File: src/rtl/xosc_map.vh
// Constants of the crystal oscillator stabilization counter block.
// Assumes an APB slave on pclk; register index times four is the byte address.
//
// What this block does
// (RL1) Status byte clears on reset, STOP instruction, or oscillator halt bit written 1.
// (RL2) Counter starts when crystal mode is selected and the halt bit is 0.
// (RL3) Counter restarts from zero when STOP mode is exited.
// (RL4) Status bits 7..0 set at 2^8,9,10,11,13,15,17,18 cycles and stay set.
// (RL5) Counter stops at the selected wait length; status never passes it.
// (RL6) Wait select codes 0..7 choose 2^8,9,10,11,13,15,17,18 cycles.
// (RL7) Wait select resets to 07h; bits 7..3 read zero.
// (RL8) With crystal as CPU clock, execution is held after STOP exit until done.
// (RL9) On internal oscillator clock, software polls status after STOP exit.
// (RL10) Software programs wait select before STOP when crystal runs the CPU.
// (RL11) Software never selects a wait of 20 us or less.
// (RL12) Software changes wait select only after the count has completed.
// (RL13) Software selects a wait at least as long as the threshold it checks.
// (RL14) Only real oscillator cycles are counted; start-up delay is excluded.
// (RL15) Status byte is read-only, resets to 00h.
// (RL16) Software writes wait select with whole-byte accesses only.
// (RL17) Halt bit 0 runs, 1 stops the crystal oscillator in crystal mode.
// (RL18) Mode bits 0,1 crystal; 1,1 external clock; select bit 0 input port.
// (RL19) Up-counter on crystal cycles; status from threshold compares, saturating.
`ifndef XOSC_MAP_VH
`define XOSC_MAP_VH

`define XOSC_IDX_MODE 20'hfffa0
`define XOSC_IDX_RUN 20'hfffa1
`define XOSC_IDX_STATUS 20'hfffa2
`define XOSC_IDX_SELECT 20'hfffa3
`define XOSC_IDX_IRQ_ST 20'hfffb0
`define XOSC_IDX_IRQ_EN 20'hfffb1
`define XOSC_IDX_IRQ_CLR 20'hfffb2

`define XOSC_MODE_EXT_BIT 7
`define XOSC_MODE_SEL_BIT 6
`define XOSC_RUN_HALT_BIT 7
`define XOSC_IRQ_DONE_BIT 0
`define XOSC_IRQ_START_BIT 1

`define XOSC_MODE_RST 2'h0
`define XOSC_HALT_RST 1'h1
`define XOSC_SEL_RST 3'h7
`define XOSC_STATUS_RST 8'h00

`define XOSC_EXP_0 5'h08
`define XOSC_EXP_1 5'h09
`define XOSC_EXP_2 5'h0a
`define XOSC_EXP_3 5'h0b
`define XOSC_EXP_4 5'h0d
`define XOSC_EXP_5 5'h0f
`define XOSC_EXP_6 5'h11
`define XOSC_EXP_7 5'h12

`endif

File: src/rtl/xosc_cnt.v
// Saturating up-counter of crystal cycles.
// Assumes tick is a one-cycle pulse per crystal cycle, already in the pclk domain.
`timescale 1ns/10ps
`default_nettype none
module xosc_cnt #(
    parameter CNT_W = 19
) (
    // Clock and reset.
    input wire pclk,
    input wire presetn,
    // Control.
    input wire clear,
    input wire tick,
    input wire done,
    // Count.
    output reg [CNT_W-1:0] count
);

    always @(posedge pclk or negedge presetn) begin
        if (!presetn) begin
            count <= {CNT_W{1'b0}};
        end else if (clear) begin
            count <= {CNT_W{1'b0}}; // RL1
        end else if (tick && !done) begin
            count <= count + {{(CNT_W-1){1'b0}}, 1'b1}; // RL5
        end
    end

endmodule // xosc_cnt
`default_nettype wire

File: src/rtl/xosc_thermo.v
// Thermometer decode of the cycle count and the reached flag of the selected wait.
// Assumes count saturates at the selected wait, so the status never passes it.
`timescale 1ns/10ps
`default_nettype none
`include "xosc_map.vh"
module xosc_thermo #(
    parameter CNT_W = 19
) (
    // Inputs.
    input wire [CNT_W-1:0] count,
    input wire [2:0] sel,
    // Outputs.
    output reg [7:0] status,
    output wire done
);

    function [4:0] wait_exp;
        input [2:0] code;
        begin
            case (code)
                3'h0: wait_exp = `XOSC_EXP_0;
                3'h1: wait_exp = `XOSC_EXP_1;
                3'h2: wait_exp = `XOSC_EXP_2;
                3'h3: wait_exp = `XOSC_EXP_3;
                3'h4: wait_exp = `XOSC_EXP_4;
                3'h5: wait_exp = `XOSC_EXP_5;
                3'h6: wait_exp = `XOSC_EXP_6;
                default: wait_exp = `XOSC_EXP_7;
            endcase
        end
    endfunction

    function reached;
        input [CNT_W-1:0] cnt;
        input [2:0] code;
        begin
            reached = (cnt >> wait_exp(code)) != {CNT_W{1'b0}};
        end
    endfunction

    integer i;

    always @* begin
        status = `XOSC_STATUS_RST;
        for (i = 0; i < 8; i = i + 1) begin
            status[7-i] = reached(count, i[2:0]); // RL4
        end
    end

    assign done = reached(count, sel); // RL6

endmodule // xosc_thermo
`default_nettype wire

File: src/rtl/xosc_stab.v
// Crystal oscillator stabilization counter with its APB register file.
// Assumes the crystal clock arrives as a pin slower than pclk / 2 and that
// the CPU reports STOP entry and STOP release as one-cycle pulses on pclk.
//
// Our own choice: the APB slave port.
`timescale 1ns/10ps
`default_nettype none
`include "xosc_map.vh"
module xosc_stab #(
    parameter CNT_W = 19,
    parameter ADDR_W = 22
) (
    // Clock and reset.
    input wire pclk,
    input wire presetn,
    // APB slave.
    input wire psel,
    input wire penable,
    input wire pwrite,
    input wire [ADDR_W-1:0] paddr,
    input wire [31:0] pwdata,
    input wire [3:0] pstrb,
    output reg [31:0] prdata,
    output wire pready,
    output wire pslverr,
    // Crystal pin and CPU status.
    input wire xtal_clk_in,
    input wire stop_exec,
    input wire stop_release,
    input wire cpu_on_xtal,
    // Oscillator and pin control.
    output reg xtal_osc_en,
    output reg ext_clk_en,
    output reg pins_as_port,
    output reg cpu_hold,
    // Interrupt.
    output reg irq
);

    ////////////////////////////////////////////////////////////////////////
    // Register state.

    reg ext_clock_mode_bit;
    reg osc_pin_select_bit;
    reg hs_osc_halt;
    reg [2:0] stab_wait_select;
    reg [1:0] irq_status;
    reg [1:0] irq_enable;
    reg in_stop;
    reg xtal_sync1;
    reg xtal_sync2;
    reg xtal_sync3;
    reg done_q;
    reg osc_run_q;

    wire [CNT_W-1:0] count;
    wire [7:0] stab_status_byte;
    wire done;
    wire [19:0] reg_idx;
    wire access;
    wire wr;
    wire xtal_mode;
    wire ext_mode;
    wire osc_run;
    wire tick;
    wire halt_set_wr;
    wire cnt_clear;
    wire [1:0] irq_events;
    wire [1:0] irq_clear;

    reg hit;
    reg [31:0] rd_value;
    reg next_cpu_hold;
    wire [1:0] next_irq_status;

    // Reset pattern of the two mode bits, split into its fields below.
    localparam [1:0] MODE_RST = `XOSC_MODE_RST;

    // Write strobe of one register index, shared by the side-effect decodes.
    function wr_to;
        input strobe;
        input [19:0] idx;
        input [19:0] target;
        begin
            wr_to = strobe && (idx == target);
        end
    endfunction

    ////////////////////////////////////////////////////////////////////////
    // APB decode.

    assign reg_idx = paddr[21:2];
    assign access = psel && penable;
    assign wr = access && pwrite && pstrb[0] && hit;
    assign pready = 1'b1;
    assign pslverr = access && !hit;

    always @* begin
        hit = 1'b1;
        rd_value = 32'h0000_0000;
        case (reg_idx)
            `XOSC_IDX_MODE: begin
                rd_value[`XOSC_MODE_EXT_BIT] = ext_clock_mode_bit;
                rd_value[`XOSC_MODE_SEL_BIT] = osc_pin_select_bit;
            end
            `XOSC_IDX_RUN: begin
                rd_value[`XOSC_RUN_HALT_BIT] = hs_osc_halt;
            end
            `XOSC_IDX_STATUS: begin
                rd_value[7:0] = stab_status_byte; // RL15
            end
            `XOSC_IDX_SELECT: begin
                rd_value[2:0] = stab_wait_select; // RL7
            end
            `XOSC_IDX_IRQ_ST: begin
                rd_value[1:0] = irq_status;
            end
            `XOSC_IDX_IRQ_EN: begin
                rd_value[1:0] = irq_enable;
            end
            `XOSC_IDX_IRQ_CLR: begin
                rd_value = 32'h0000_0000;
            end
            default: begin
                hit = 1'b0;
            end
        endcase
    end

    // Read data is captured in the setup phase so it is stable for the
    // whole access phase with a zero-wait answer.
    always @(posedge pclk or negedge presetn) begin
        if (!presetn) begin
            prdata <= 32'h0000_0000;
        end else if (psel && !penable) begin
            prdata <= rd_value;
        end
    end

    ////////////////////////////////////////////////////////////////////////
    // Software registers.

    always @(posedge pclk or negedge presetn) begin
        if (!presetn) begin
            ext_clock_mode_bit <= MODE_RST[1];
            osc_pin_select_bit <= MODE_RST[0];
            hs_osc_halt <= `XOSC_HALT_RST;
            stab_wait_select <= `XOSC_SEL_RST; // RL7
            irq_enable <= 2'h0;
        end else if (wr) begin
            case (reg_idx)
                `XOSC_IDX_MODE: begin
                    ext_clock_mode_bit <= pwdata[`XOSC_MODE_EXT_BIT];
                    osc_pin_select_bit <= pwdata[`XOSC_MODE_SEL_BIT];
                end
                `XOSC_IDX_RUN: begin
                    hs_osc_halt <= pwdata[`XOSC_RUN_HALT_BIT]; // RL17
                end
                `XOSC_IDX_SELECT: begin
                    stab_wait_select <= pwdata[2:0]; // RL6
                end
                `XOSC_IDX_IRQ_EN: begin
                    irq_enable <= pwdata[1:0];
                end
                default: begin
                    irq_enable <= irq_enable;
                end
            endcase
        end
    end

    ////////////////////////////////////////////////////////////////////////
    // Oscillator mode and pin control.

    assign xtal_mode = osc_pin_select_bit && !ext_clock_mode_bit; // RL18
    assign ext_mode = osc_pin_select_bit && ext_clock_mode_bit; // RL18
    assign osc_run = xtal_mode && !hs_osc_halt && !in_stop; // RL2

    always @(posedge pclk or negedge presetn) begin
        if (!presetn) begin
            xtal_osc_en <= 1'b0;
            ext_clk_en <= 1'b0;
            pins_as_port <= 1'b1;
        end else begin
            xtal_osc_en <= osc_run; // RL17
            ext_clk_en <= ext_mode && !hs_osc_halt && !in_stop;
            pins_as_port <= !osc_pin_select_bit; // RL18
        end
    end

    ////////////////////////////////////////////////////////////////////////
    // Crystal cycle detection.

    // Only rising edges of the running crystal are counted, so any start-up
    // delay with no oscillation adds nothing to the wait.
    always @(posedge pclk or negedge presetn) begin
        if (!presetn) begin
            xtal_sync1 <= 1'b0;
            xtal_sync2 <= 1'b0;
            xtal_sync3 <= 1'b0;
        end else begin
            xtal_sync1 <= xtal_clk_in;
            xtal_sync2 <= xtal_sync1;
            xtal_sync3 <= xtal_sync2;
        end
    end

    assign tick = xtal_sync2 && !xtal_sync3 && osc_run; // RL14

    ////////////////////////////////////////////////////////////////////////
    // STOP mode tracking.

    always @(posedge pclk or negedge presetn) begin
        if (!presetn) begin
            in_stop <= 1'b0;
        end else if (stop_exec) begin
            in_stop <= 1'b1;
        end else if (stop_release) begin
            in_stop <= 1'b0;
        end
    end

    assign halt_set_wr = wr_to(wr, reg_idx, `XOSC_IDX_RUN) && pwdata[`XOSC_RUN_HALT_BIT];
    assign cnt_clear = stop_exec || halt_set_wr || in_stop || stop_release; // RL1

    ////////////////////////////////////////////////////////////////////////
    // Counter and status decode.

    xosc_cnt #(
        .CNT_W(CNT_W)
    ) xosc_cnt_inst (
        .pclk(pclk),
        .presetn(presetn),
        .clear(cnt_clear), // RL3
        .tick(tick),
        .done(done), // RL5
        .count(count) // RL19
    );

    xosc_thermo #(
        .CNT_W(CNT_W)
    ) xosc_thermo_inst (
        .count(count),
        .sel(stab_wait_select),
        .status(stab_status_byte), // RL4
        .done(done)
    );

    ////////////////////////////////////////////////////////////////////////
    // CPU hold after STOP exit.

    // The hold clears on the cycle after the count reaches the selected wait.
    // A stopped oscillator never reaches it, so the hold is dropped then
    // rather than freezing the CPU for good.
    always @* begin
        next_cpu_hold = cpu_hold;
        if (stop_release && cpu_on_xtal) begin
            next_cpu_hold = 1'b1; // RL8
        end else if (done || !osc_run) begin
            next_cpu_hold = 1'b0; // RL8
        end
    end

    always @(posedge pclk or negedge presetn) begin
        if (!presetn) begin
            cpu_hold <= 1'b0;
        end else begin
            cpu_hold <= next_cpu_hold; // RL8
        end
    end

    ////////////////////////////////////////////////////////////////////////
    // Interrupts.

    always @(posedge pclk or negedge presetn) begin
        if (!presetn) begin
            done_q <= 1'b0;
            osc_run_q <= 1'b0;
        end else begin
            done_q <= done;
            osc_run_q <= osc_run;
        end
    end

    assign irq_events[`XOSC_IRQ_DONE_BIT] = done && !done_q;
    assign irq_events[`XOSC_IRQ_START_BIT] = osc_run && !osc_run_q;
    assign irq_clear = wr_to(wr, reg_idx, `XOSC_IDX_IRQ_CLR) ? pwdata[1:0] : 2'h0;

    // A new event in the clearing cycle keeps its bit set.
    assign next_irq_status = (irq_status & ~irq_clear) | irq_events;

    always @(posedge pclk or negedge presetn) begin
        if (!presetn) begin
            irq_status <= 2'h0;
            irq <= 1'b0;
        end else begin
            irq_status <= next_irq_status;
            irq <= |(next_irq_status & irq_enable);
        end
    end

endmodule // xosc_stab
`default_nettype wire

File: config.mk
export PLATFORM = sky130hd
export DESIGN_NAME = xosc_stab
export DESIGN_NICKNAME = d
export VERILOG_FILES = /design/src/rtl/xosc_cnt.v /design/src/rtl/xosc_thermo.v /design/src/rtl/xosc_stab.v
export VERILOG_INCLUDE_DIRS = /design/src /design/src/rtl
export SDC_FILE = /design/constraint.sdc
export NUM_CORES = 1
export LEC_CHECK = 0
export BUFFER_PORTS_ARGS = -buffer_cell sky130_fd_sc_hd__buf_2
export CORE_MARGIN = 3
export CORE_UTILIZATION = 30
export CTS_BUF_LIST = sky130_fd_sc_hd__clkbuf_8 sky130_fd_sc_hd__clkbuf_16
export DETAILED_ROUTE_END_ITERATION = 7
export GPL_ROUTABILITY_DRIVEN = 0
export HOLD_SLACK_MARGIN = 0.02
export SYNTH_ARGS = -nofsm -noshare
export SYNTH_HDL_FRONTEND = slang
export SYNTH_SLANG_ARGS = --single-unit
File: constraint.sdc
create_clock -name pclk -period 4.8 [get_ports pclk]
set_input_delay 0.72 -clock pclk [delete_from_list [all_inputs] [get_ports pclk]]
set_output_delay 0.72 -clock pclk [all_outputs]
set_load 0.02 [all_outputs]
==> impl_summary.txt, run 1 <==
----------------------------------------------------
[Floorplan]
  Initial standard-cell utilization of the core ... 31.7%
  Boundary Pins ... 106
  Die Y-Extent ... 100 um
  Die Footprint ... 0.0101 mm^2
  Site row count ... 33
  Die Wd ... 100 um
  Std-Cell Core Area ... 0.00842 mm^2

[Place]
  Dpl hpwl ... 4.42 mm
  Count of buffers inserted at the top-level ports ... 48
  Placed Area ... 0.00291 mm^2
  Placed Cells incl. Taps ... 421

[CTS]
  Maximum level of the CTS H-tree ... 2
  CTS tree ... done
  Maximum buffer depth of the clock tree ... 2
  Root buffer selected by CTS ... clkbuf_8
  Post-CTS Resized ... 0
  Clock transition at the registers of the reported paths ... 80 ps
  Clock network latency to the later pin of the worst-skew pair ... 290 ps
  Sink count of the clock tree ... 47
  Quantity of hold-fixing buffers added after cts ... 0
  Inserted Clock Buffers ... 5
  Buffers inserted during post-CTS setup optimization ... 0

[Logic synthesis]
  Synth Flop Type ... dfrtp_1
  Portion of the post-synthesis area used by sequential elements ... 44.2%
  Largest cells by area after synthesis ... dfrtp_1 (39%), buf_4 (7.3%), dfstp_2 (4.9%)
  Library cell occupying the most area in the post-synthesis netlist ... dfrtp_1
  Distinct cells, synth ... 58
  Share of the synthesized area in the top cell type ... 39.3%
  EDFF count, synth ... 0
  Number of instances in the synthesized netlist ... 278
  Synthesized area per cell ... 9.61 um^2
  FFs w/ async S/R, synth ... 100%
  Netlist area before placement ... 0.00267 mm^2
  Number of synthesis warnings ... 0
  Number of synthesized register bits ... 47

[Setup path]
  Required time worst endpoint ... 4080 ps
  Highest fanout seen on the critical path ... 7
  R2R setup slack ... 2340 ps
  Critical path launch point ... paddr[4]
  Class of the most critical setup path ... in2out
  Depth of the most critical reg-to-reg path ... 6
  Crit path capture type ... output pin
  CP Data Arrival Time ... 1970 ps
  Critical path launch point type ... input port
  R2r endpoint ... xosc_cnt_inst.count[5]$_DFFE_PN0P_
  Startpoint of the worst-slack reg-to-reg timing path ... in_stop$_DFFE_PN0P_

[GRT]
  Number of antenna violations at the first check in global routing ... 0
  Global-route met3 utilization ... 2.71%
  Via count of the first global-routing pass ... 1981
  Pin count of the biggest net entering global routing ... 48
  Met1 capacity usage during global routing ... 17.5%
  Met2 layer usage reported by global route ... 17.0%
  Global-route wire length before repair ... 9.53 mm
  Most congested layer reported by global routing ... met1
  Global Route Usage Sum ... 11.6%
  Overflow after GRT ... 0

[Timing]
  Transition time at the pin with the least slew margin ... 1030 ps
  Worst relative slew slack ... 31.6%
  Unrepaired setup endpoints after global routing ... no
  Total Neg Setup Slack ... 0 ps
  Final setup fails ... 0
  Hold Fails Final Rpt ... 0
  WHS ... 358 ps
  Period minus WS final ... 2690 ps
  Highest achievable clock rate ... 0.371 GHz
  Number of pins exceeding their max-slew limit in the final report ... 0
  Largest clock skew in the final design ... 4.11 ps
  Post-route fraction of the period consumed by the critical path ... 56.1%

[Hold path]
  Hold Crit Class ... reg2reg
  WHS Path Cells ... 0
  Capture endpoint of the worst hold path ... xtal_sync2$_DFF_PN0_
  Startpoint of the lowest-slack hold path ... xtal_sync1$_DFF_PN0_

[Route]
  Number of vias per cell ... 5.00
  Routed vias ... 2143
  Remaining DRCs ... 0
  Final Routed Wirelength ... 5.85 mm
  Iteration count of the initial detailed-routing pass ... 4
  Routed WL per cell ... 13.6 um
  Starting DRT DRC Count ... 64
  Count of nets left with antenna violations after detail routing ... 0

[Power and ir drop]
  Cell leakage power ... 1.36 nW
  Power density over cell area ... 237 mW/mm^2
  Worst ir drop on vdd ... 0.000119 V

[Flow run]
  Max Cap Viol ... 0

[Layout]
  Fin cells ... 429
  Final instance area ... 0.00301 mm^2
  Number of nets in the layout ... 391
  Most common cell after layout, fill and taps aside ... buf_2
  Leading cell types in the layout, fill and taps excluded ... buf_2 (48), dfrtp_1 (42), nand2_1 (32)
  Area growth, synth to finish ... 12.5%
  Share of layout cells above drive strength 1 ... 23.5%
  Count of fill cells added during filler insertion ... 868
  Number of antenna cells inserted ... 0

[Run status]
  Run status ... finished, final reports clean

----------------------------------------------------
==> synthesized netlist by cell type, types with 2 or more instances <==
master and n:
a21o_1 3, a21oi_1 14, a22o_1 2, and3_1 4, buf_1 2, buf_2 2, buf_4 26, clkbuf_1 3
conb_1 2, dfrtp_1 42, dfstp_2 5, inv_1 7, mux2_1 2, mux2_2 6, mux2i_1 6, nand2_1 32
nand2b_1 6, nand3_1 15, nand4_1 5, nor2_1 13, nor3_1 4, nor4_1 3, o211ai_1 4, o21a_1 2
o21ai_0 13, o21bai_1 2, o22ai_1 2, o31ai_1 4, or3_1 7, or4_1 8, xor2_1 5
==> final cells by class <==
| type | count | area (um^2) | area share (%) |
|---|---|---|---|
| Multi-Input combinational cell | 214 | 1330 | 44.1 |
| Sequential cell | 47 | 1180 | 39.3 |
| Timing Repair Buffer | 48 | 240 | 7.99 |
| Tap cell | 105 | 131 | 4.37 |
| Clock buffer | 7 | 96.3 | 3.20 |
| Inverter | 7 | 26.3 | 0.874 |
| Clock inverter | 1 | 3.75 | 0.125 |
==> cell families (layout without fill, tap and decap cells) <==
| group | count (synthesis) | after routing | synth area share [%] |
|---|---|---|---|
| xor+xnor | 5 | 5 | 1.64 |
| mux | 14 | 14 | 5.62 |
| buf+inv | 40 | 63 | 9.36 |
| flops | 47 | 47 | 44.2 |
| compound gates | 58 | 58 | 15.0 |
| other cells | 2 | 25 | 0.281 |
| fa+ha+maj | 1 | 1 | 0.468 |
| simple gates | 111 | 111 | 23.4 |
==> flip-flops by register name, summed over array words and instances, names as in the netlist, 2 cells and up <==
signal               cells
irq_status               2
prdata                   8
stab_wait_select         3
xosc_cnt_inst.count     19
irq_enable               2
==> where the power goes <==
part	internal, mW	switching, mW	total [mW]
Clock	0.129	0.126	0.255
Sequential	0.398	0.00186	0.400
Combinational	0.0158	0.0422	0.0580
==> worst max path at each step <==
stage                                      to  slack [ps]
6_report                              pslverr        2110
5_1_grt                               pslverr        2050
4_1_cts                               pslverr        2110
3_5_place_dp   osc_pin_select_bit$_DFFE_PN0P_        2020
3_3_place_gp   osc_pin_select_bit$_DFFE_PN0P_        2030
2_1_floorplan  ext_clock_mode_bit$_DFFE_PN0P_        2290
==> metrics by stage <==
stage	utilization (%)	setup slack [ps]	power, mW
2_1_floorplan	-	2290	0.455
3_3_place_gp	34.5	2030	0.466
3_5_place_dp	34.5	2020	0.467
4_1_cts	35.7	2110	0.727
5_1_grt	35.7	2050	0.753
6_report	35.7	2110	0.713
==> worst max-delay path: stages <==
cell,delay [ps]
buf_2,90
nand4b_1,140
or4b_1,560
nor2_4,210
a21oi_1,80
buf_2,160
==> metal layers <==
layer | share of wire (%) | up-vias | routed length (um)
li1 | - | 1053 | -
met1 | 49 | 1038 | 2860
met2 | 46 | 47 | 2690
met3 | 4.6 | 5 | 268
met4 | 0.46 | 0 | 27
met5 | 0 | - | 0
No activity file was read; power rests on OpenSTA's default activity.
==> run 2: changes to the inputs <==
--- a/config.mk
+++ b/config.mk
@@ -6,6 +6,7 @@
 export SDC_FILE = /design/constraint.sdc
 export NUM_CORES = 1
 export LEC_CHECK = 0
+export ABC_AREA = 1
 export BUFFER_PORTS_ARGS = -buffer_cell sky130_fd_sc_hd__buf_2
 export CORE_MARGIN = 3
 export CORE_UTILIZATION = 30
==> constraint.sdc (replaced) <==
create_clock -name pclk -period 2.66 [get_ports pclk]
set_input_delay 0.399 -clock pclk [delete_from_list [all_inputs] [get_ports pclk]]
set_output_delay 0.399 -clock pclk [all_outputs]
set_load 0.02 [all_outputs]
==> impl_summary.txt, run 2 <==
----------------------------------------------------
[Run status]
  Run status ... finished, final reports clean

[Layout]
  Area growth, synth to finish ... 13.2%
  Share of layout cells above drive strength 1 ... 17.9%
  Leading cell types in the layout, fill and taps excluded ... nand2_1 (99), nand4_1 (49), buf_2 (48)
  Count of fill cells added during filler insertion ... 1068
  Register containing the most flip-flops in the final layout ... xosc_cnt_inst.count
  Flip-flop count of the largest register, all copies and words added ... 19
  Number of antenna cells inserted ... 0
  Number of nets in the layout ... 536
  Most common cell after layout, fill and taps aside ... nand2_1
  Largest registers ranked by flip-flop count ... xosc_cnt_inst.count x19, prdata x8, stab_wait_select x3

[CTS]
  Post-CTS Resized ... 0
  Quantity of hold-fixing buffers added after cts ... 1
  CTS tree ... done
  Maximum buffer depth of the clock tree ... 2
  Clock network latency to the later pin of the worst-skew pair ... 300 ps
  Maximum level of the CTS H-tree ... 2
  Inserted Clock Buffers ... 5
  Sink count of the clock tree ... 47
  Root buffer selected by CTS ... clkbuf_8
  Clock transition at the registers of the reported paths ... 90 ps
  Buffers inserted during post-CTS setup optimization ... 0

[Power and ir drop]
  Net switching power ... 0.336 mW
  Logic gate share of total power ... 7.6%
  Worst ir drop on vdd ... 0.000193 V
  Power share of the sequential group ... 49.6%
  Cell Int Power ... 1.12 mW
  Clock network fraction of design power ... 42.8%
  Cell leakage power ... 1.88 nW
  Post-route total power ... 1.46 mW
  Power density over cell area ... 410 mW/mm^2
  Switching fraction of total power ... 23.0%

[Route]
  Starting DRT DRC Count ... 95
  Routed WL per cell ... 12.2 um
  Count of nets left with antenna violations after detail routing ... 0
  Final Routed Wirelength ... 7.34 mm
  Number of vias per cell ... 4.79
  Routed vias ... 2883
  Remaining DRCs ... 0
  Iteration count of the initial detailed-routing pass ... 4

[Logic synthesis]
  FFs w/ async S/R, synth ... 100%
  Largest cells by area after synthesis ... dfrtp_1 (33%), nand2_1 (12%), nand4_1 (9.7%)
  Synth Area in Simple Gates ... 37.9%
  Parity-gate share of the synthesized area counting xor and xnor cells ... 4.46%
  Library cell occupying the most area in the post-synthesis netlist ... dfrtp_1
  Portion of the post-synthesis area used by sequential elements ... 37.6%
  Number of synthesized register bits ... 47
  Most used standard cells in the synthesized netlist ... nand2_1 (99), nand4_1 (49), inv_1 (46)
  Synthesized area per cell ... 7.44 um^2
  EDFF count, synth ... 0
  Number of instances in the synthesized netlist ... 423
  Portion of netlist area occupied by mux cells ... 0.358%
  Synth Area in Compound Gates ... 4.85%
  Dominant combinational cell family by area after synthesis ... simple AND/OR/NAND/NOR gates
  Share of the synthesized area in the top cell type ... 33.4%
  Distinct cells, synth ... 36
  Leading cell type by number of instances after synthesis ... nand2_1
  Synth Flop Type ... dfrtp_1
  Synth Area in Adders ... 0.398%
  Number of synthesis warnings ... 0
  Netlist area before placement ... 0.00315 mm^2

[Floorplan]
  Die Y-Extent ... 108 um
  Die Footprint ... 0.0117 mm^2
  Die Wd ... 108 um
  Boundary Pins ... 106
  Initial standard-cell utilization of the core ... 31.5%
  Site row count ... 36
  Std-Cell Core Area ... 0.0100 mm^2

[Setup path]
  Startpoint of the worst-slack reg-to-reg timing path ... stab_wait_select[0]$_DFFE_PN1P_
  Class of the most critical setup path ... reg2reg
  CP Data Arrival Time ... 2260 ps
  Crit path capture type ... flip-flop
  Highest fanout seen on the critical path ... 19
  CP top delay family ... simple AND/OR/NAND/NOR gates
  Required time worst endpoint ... 2900 ps
  Critical path launch point type ... flip-flop
  Critical path launch point ... stab_wait_select[0]$_DFFE_PN1P_
  Largest stage delay on the critical path ... 610 ps
  Critical path, cell by cell ... inv_2, nand2_4, o21ai_0, nand3_1, nand3_4, nor2_8, nand2_4, nor2_8, nand4_1, nand2_1
  Slowest CP cell ... dfstp_2
  Buffering stage count on the worst path with inverters included ... 1

[Timing]
  Post-route fraction of the period consumed by the critical path ... 75.6%
  Final setup fails ... 0
  Highest achievable clock rate ... 0.497 GHz
  Total Neg Setup Slack ... 0 ps
  Hold Fails Final Rpt ... 0
  Number of pins exceeding their max-slew limit in the final report ... 0
  Unrepaired setup endpoints after global routing ... no
  Largest clock skew in the final design ... 10.6 ps
  Period minus WS final ... 2010 ps

[GRT]
  Global-route wire length before repair ... 12.1 mm
  Number of antenna violations at the first check in global routing ... 0
  Via count of the first global-routing pass ... 2665
  Pin count of the biggest net entering global routing ... 40
  Overflow after GRT ... 0
  Global Route Usage Sum ... 12.6%

[Hold path]
  Startpoint of the lowest-slack hold path ... xtal_clk_in
  Hold Crit Class ... in2reg

[Place]
  Dpl hpwl ... 5.51 mm
  Count of buffers inserted at the top-level ports ... 48

[Flow run]
  Max Cap Viol ... 0

----------------------------------------------------
[run 2: changes by cell type after synthesis, moves of 10 or more]
cell,change
nand4_1,+44
nand3_1,+15
nand2_1,+67
xor2_1,+10
nor2_1,+27
inv_1,+39
a21oi_1,-11
[run 2: kinds of logic (layout without fill, tap and decap cells)]
family,after synthesis,after routing
and+or+nand+nor,241,241
buffers and inverters,89,112
DFF,47,47
AOI/OAI and AO/OA,26,26
xor gates and xnor gates,16,16
other,2,25
adders and majority gates,1,1
muxes,1,1
[run 2: power by group through the flow]
stage                     Sequential (mW)  Clock (mW)  Combinational (mW)
after detailed placement            0.738           0               0.111
after global routing                0.725       0.667               0.125
final                               0.724       0.626               0.111
after CTS                           0.724       0.641               0.112
after global placement              0.737           0               0.109
after floorplan                     0.740           0              0.0834
[run 2: path summary, 6_finish.rpt]
| kind | slack [ps] | end | cells past startpoint |
|---|---|---|---|
| max | 650 | xosc_cnt_inst.count[6]$_DFFE_PN0P_ | 10 |
| min | 200 | xtal_sync1$_DFF_PN0_ | 1 |
| max reg2reg | 650 | xosc_cnt_inst.count[6]$_DFFE_PN0P_ | 10 |
| min reg2reg | 360 | xtal_sync2$_DFF_PN0_ | 0 |
| max in group asynchronous | 1350 | stab_wait_select[2]$_DFFE_PN1P_ | 3 |
| min in group asynchronous | 510 | irq$_DFF_PN0_ | 2 |
[run 2: through the flow]
step / utilization [%] / setup WS [ps] / instance area [um^2] / std cells / hold WS, ps
final: 35.6 / 650 / 3560 / 602 / 204
after CTS: 35.6 / 643 / 3560 / 602 / 201
after global routing: 35.6 / 443 / 3560 / 602 / 199
after floorplan: - / 859 / 3230 / 446 / 103
after detailed placement: 34.1 / 562 / 3410 / 593 / 292
after global placement: 34.1 / 605 / 3410 / 593 / 283
[run 2: routing by layer]
layer  up-vias  GRT usage [%]  share of wire (%)
met5         -              0                  0
met4         0           4.15                1.6
met3        10           2.45                6.6
met2        89           21.9                 46
met1      1351           15.6                 45
li1       1433              -                  -
[run 2: area by class of cell]
type	instances	area [um^2]	area share (%)
Clock buffer	5	68.8	1.93
Clock inverter	3	67.6	1.90
Inverter	52	195	5.48
Multi-Input combinational cell	310	1610	45.2
Sequential cell	47	1180	33.2
Tap cell	133	166	4.67
Timing Repair Buffer	52	273	7.66
==> run 3: changes to the inputs <==
==> constraint.sdc (replaced) <==
create_clock -name pclk -period 1.9 [get_ports pclk]
set_input_delay 0.285 -clock pclk [delete_from_list [all_inputs] [get_ports pclk]]
set_output_delay 0.285 -clock pclk [all_outputs]
set_load 0.02 [all_outputs]
==> impl_summary.txt, run 3 (same netlist as run 2, synthesis figures left out) <==
----------------------------------------------------
[Run status]
  Run status ... finished, violations left
  Violated checks ... setup timing

[Layout]
  Number of antenna cells inserted ... 0
  Register containing the most flip-flops in the final layout ... xosc_cnt_inst.count
  Most common cell after layout, fill and taps aside ... nand2_1
  Count of fill cells added during filler insertion ... 1029
  Largest registers ranked by flip-flop count ... xosc_cnt_inst.count x19, prdata x8, stab_wait_select x3
  Flip-flop count of the largest register, all copies and words added ... 19
  Share of layout cells above drive strength 1 ... 27.4%
  Area growth, synth to finish ... 25.8%
  Number of nets in the layout ... 567
  Leading cell types in the layout, fill and taps excluded ... nand2_1 (94), nand4_1 (49), buf_2 (48)
  End-of-flow core utilization ... 39.6%

[Hold path]
  WHS Path Cells ... 1
  Hold Crit Class ... in2reg

[Route]
  Number of vias per cell ... 4.80
  Max layer used ... met4
  Iteration count of the initial detailed-routing pass ... 4
  Final Routed Wirelength ... 8.25 mm
  Routed vias ... 3040
  Detailed-routed wire length on met2 ... 4.03 mm
  Routed WL per cell ... 13.0 um
  Count of nets left with antenna violations after detail routing ... 0
  Starting DRT DRC Count ... 159
  Met3 layer wire length in the routed design ... 444 um
  Remaining DRCs ... 0
  Routed length on met1 ... 3.59 mm

[Setup path]
  Crit path capture type ... flip-flop
  Critical path launch point type ... flip-flop
  CP Data Arrival Time ... 2220 ps
  Class of the most critical setup path ... reg2reg
  Slowest CP cell ... dfstp_2
  CP top delay family ... simple AND/OR/NAND/NOR gates
  Depth of the most critical reg-to-reg path ... 12
  Required time worst endpoint ... 2140 ps
  Highest fanout seen on the critical path ... 8
  Number of cells on the critical path ... 12
  Critical path, cell by cell ... nand2_4, nand2_8, nand2_8, nand2_2, nand3_2, nand2_2, nand3_4, nor2_8, nand2_8, nor2_4, nand4_1, nand2_1
  Largest stage delay on the critical path ... 610 ps
  Buffering stage count on the worst path with inverters included ... 0
  Most used cell, CP ... nand2_8

[Power and ir drop]
  Post-route total power ... 1.78 mW
  Cell leakage power ... 2.09 nW
  Worst ir drop on vdd ... 0.000253 V
  Power density over cell area ... 450 mW/mm^2

[CTS]
  Root buffer selected by CTS ... clkbuf_8
  Maximum level of the CTS H-tree ... 2
  Clock transition at the registers of the reported paths ... 90 ps
  Maximum buffer depth of the clock tree ... 2
  Sink count of the clock tree ... 47
  CTS tree ... done
  Inserted Clock Buffers ... 5
  Clock network latency to the later pin of the worst-skew pair ... 310 ps

[Timing]
  Unrepaired setup endpoints after global routing ... yes
  Post-route fraction of the period consumed by the critical path ... 104%
  Period minus WS final ... 1980 ps
  Largest clock skew in the final design ... 11.8 ps
  Number of pins exceeding their max-slew limit in the final report ... 0
  Highest achievable clock rate ... 0.504 GHz
  Final setup fails ... 19
  Final worst setup slack ... -83.8 ps
  Hold Fails Final Rpt ... 0

[Floorplan]
  Die Wd ... 108 um
  Die Y-Extent ... 108 um
  Die Footprint ... 0.0117 mm^2
  Std-Cell Core Area ... 0.0100 mm^2
  Site row count ... 36
  Boundary Pins ... 106
  Initial standard-cell utilization of the core ... 31.5%

[GRT]
  Overflow after GRT ... 0
  Number of antenna violations at the first check in global routing ... 0
  Global Route Usage Sum ... 14.5%
  Via count of the first global-routing pass ... 2881
  Global-route wire length before repair ... 13.7 mm
  Pin count of the biggest net entering global routing ... 40

[Flow run]
  Max Cap Viol ... 0

[Place]
  Count of buffers inserted at the top-level ports ... 48
  Post-placement worst setup slack ... -82.0 ps
  Dpl hpwl ... 5.74 mm

----------------------------------------------------
## run 3: timing repair
item / in CTS / in global routing
endpoints found under the setup margin: 21 / 24
hold buffers: 1 / 0
pin swaps: 18 / 12
buffers inserted: 9 / 1
gates cloned: 5 / 0
hold endpoints to repair: 10 / 0
gates resized for setup: 22 / 19
## run 3: routing by layer
metal / vias up / GRT usage, %
li1: 1504 / -
met1: 1433 / 18.0
met2: 88 / 25.0
met3: 15 / 2.69
met4: 0 / 5.41
met5: - / 0
## run 3: worst reg2reg max path, delay by kind of cell, from the launching register on
family	cells	cell delay (ps)
flops	1	610
simple gates	12	1320
## run 3: final timing paths
| check | startpoint | endpoint | slack, ps |
|---|---|---|---|
| min in group asynchronous | presetn | irq$_DFF_PN0_ | 430 |
| max in group asynchronous | presetn | xosc_cnt_inst.count[17]$_DFFE_PN0P_ | 910 |
| worst max-delay path | stab_wait_select[2]$_DFFE_PN1P_ | xosc_cnt_inst.count[14]$_DFFE_PN0P_ | -80 |
| worst min-delay path | xtal_clk_in | xtal_sync1$_DFF_PN0_ | 90 |
| worst min register to register | xtal_sync1$_DFF_PN0_ | xtal_sync2$_DFF_PN0_ | 360 |
| worst max register to register | stab_wait_select[2]$_DFFE_PN1P_ | xosc_cnt_inst.count[14]$_DFFE_PN0P_ | -80 |
## run 3: area by class of cell
cell class	count	area, um^2	area share, %
well taps	133	166	4.21
repair buffers	78	533	13.5
inverters	52	200	5.06
multi-input cells	315	1780	45.1
flip-flops and latches	47	1180	29.9
clock inverters	3	20.0	0.506
clock buffers	5	68.8	1.74
## run 3: per-stage QoR
stage               instance area, um^2  hold slack (ps)  setup TNS, ps  instances
floorplan                          3230            -10.6              0        446
global placement                   3560              226           -662        609
detailed placement                 3560              235          -1340        609
CTS                                3890             78.4           -527        632
global route                       3960             72.5          -3070        633
finish                             3960             85.6           -511        633
## run 3: report_power, final
| part | internal, mW | total, mW | switching (mW) |
|---|---|---|---|
| sequential | 1.01 | 1.01 | 0.00504 |
| combinational | 0.0460 | 0.160 | 0.114 |
| clock | 0.257 | 0.608 | 0.352 |
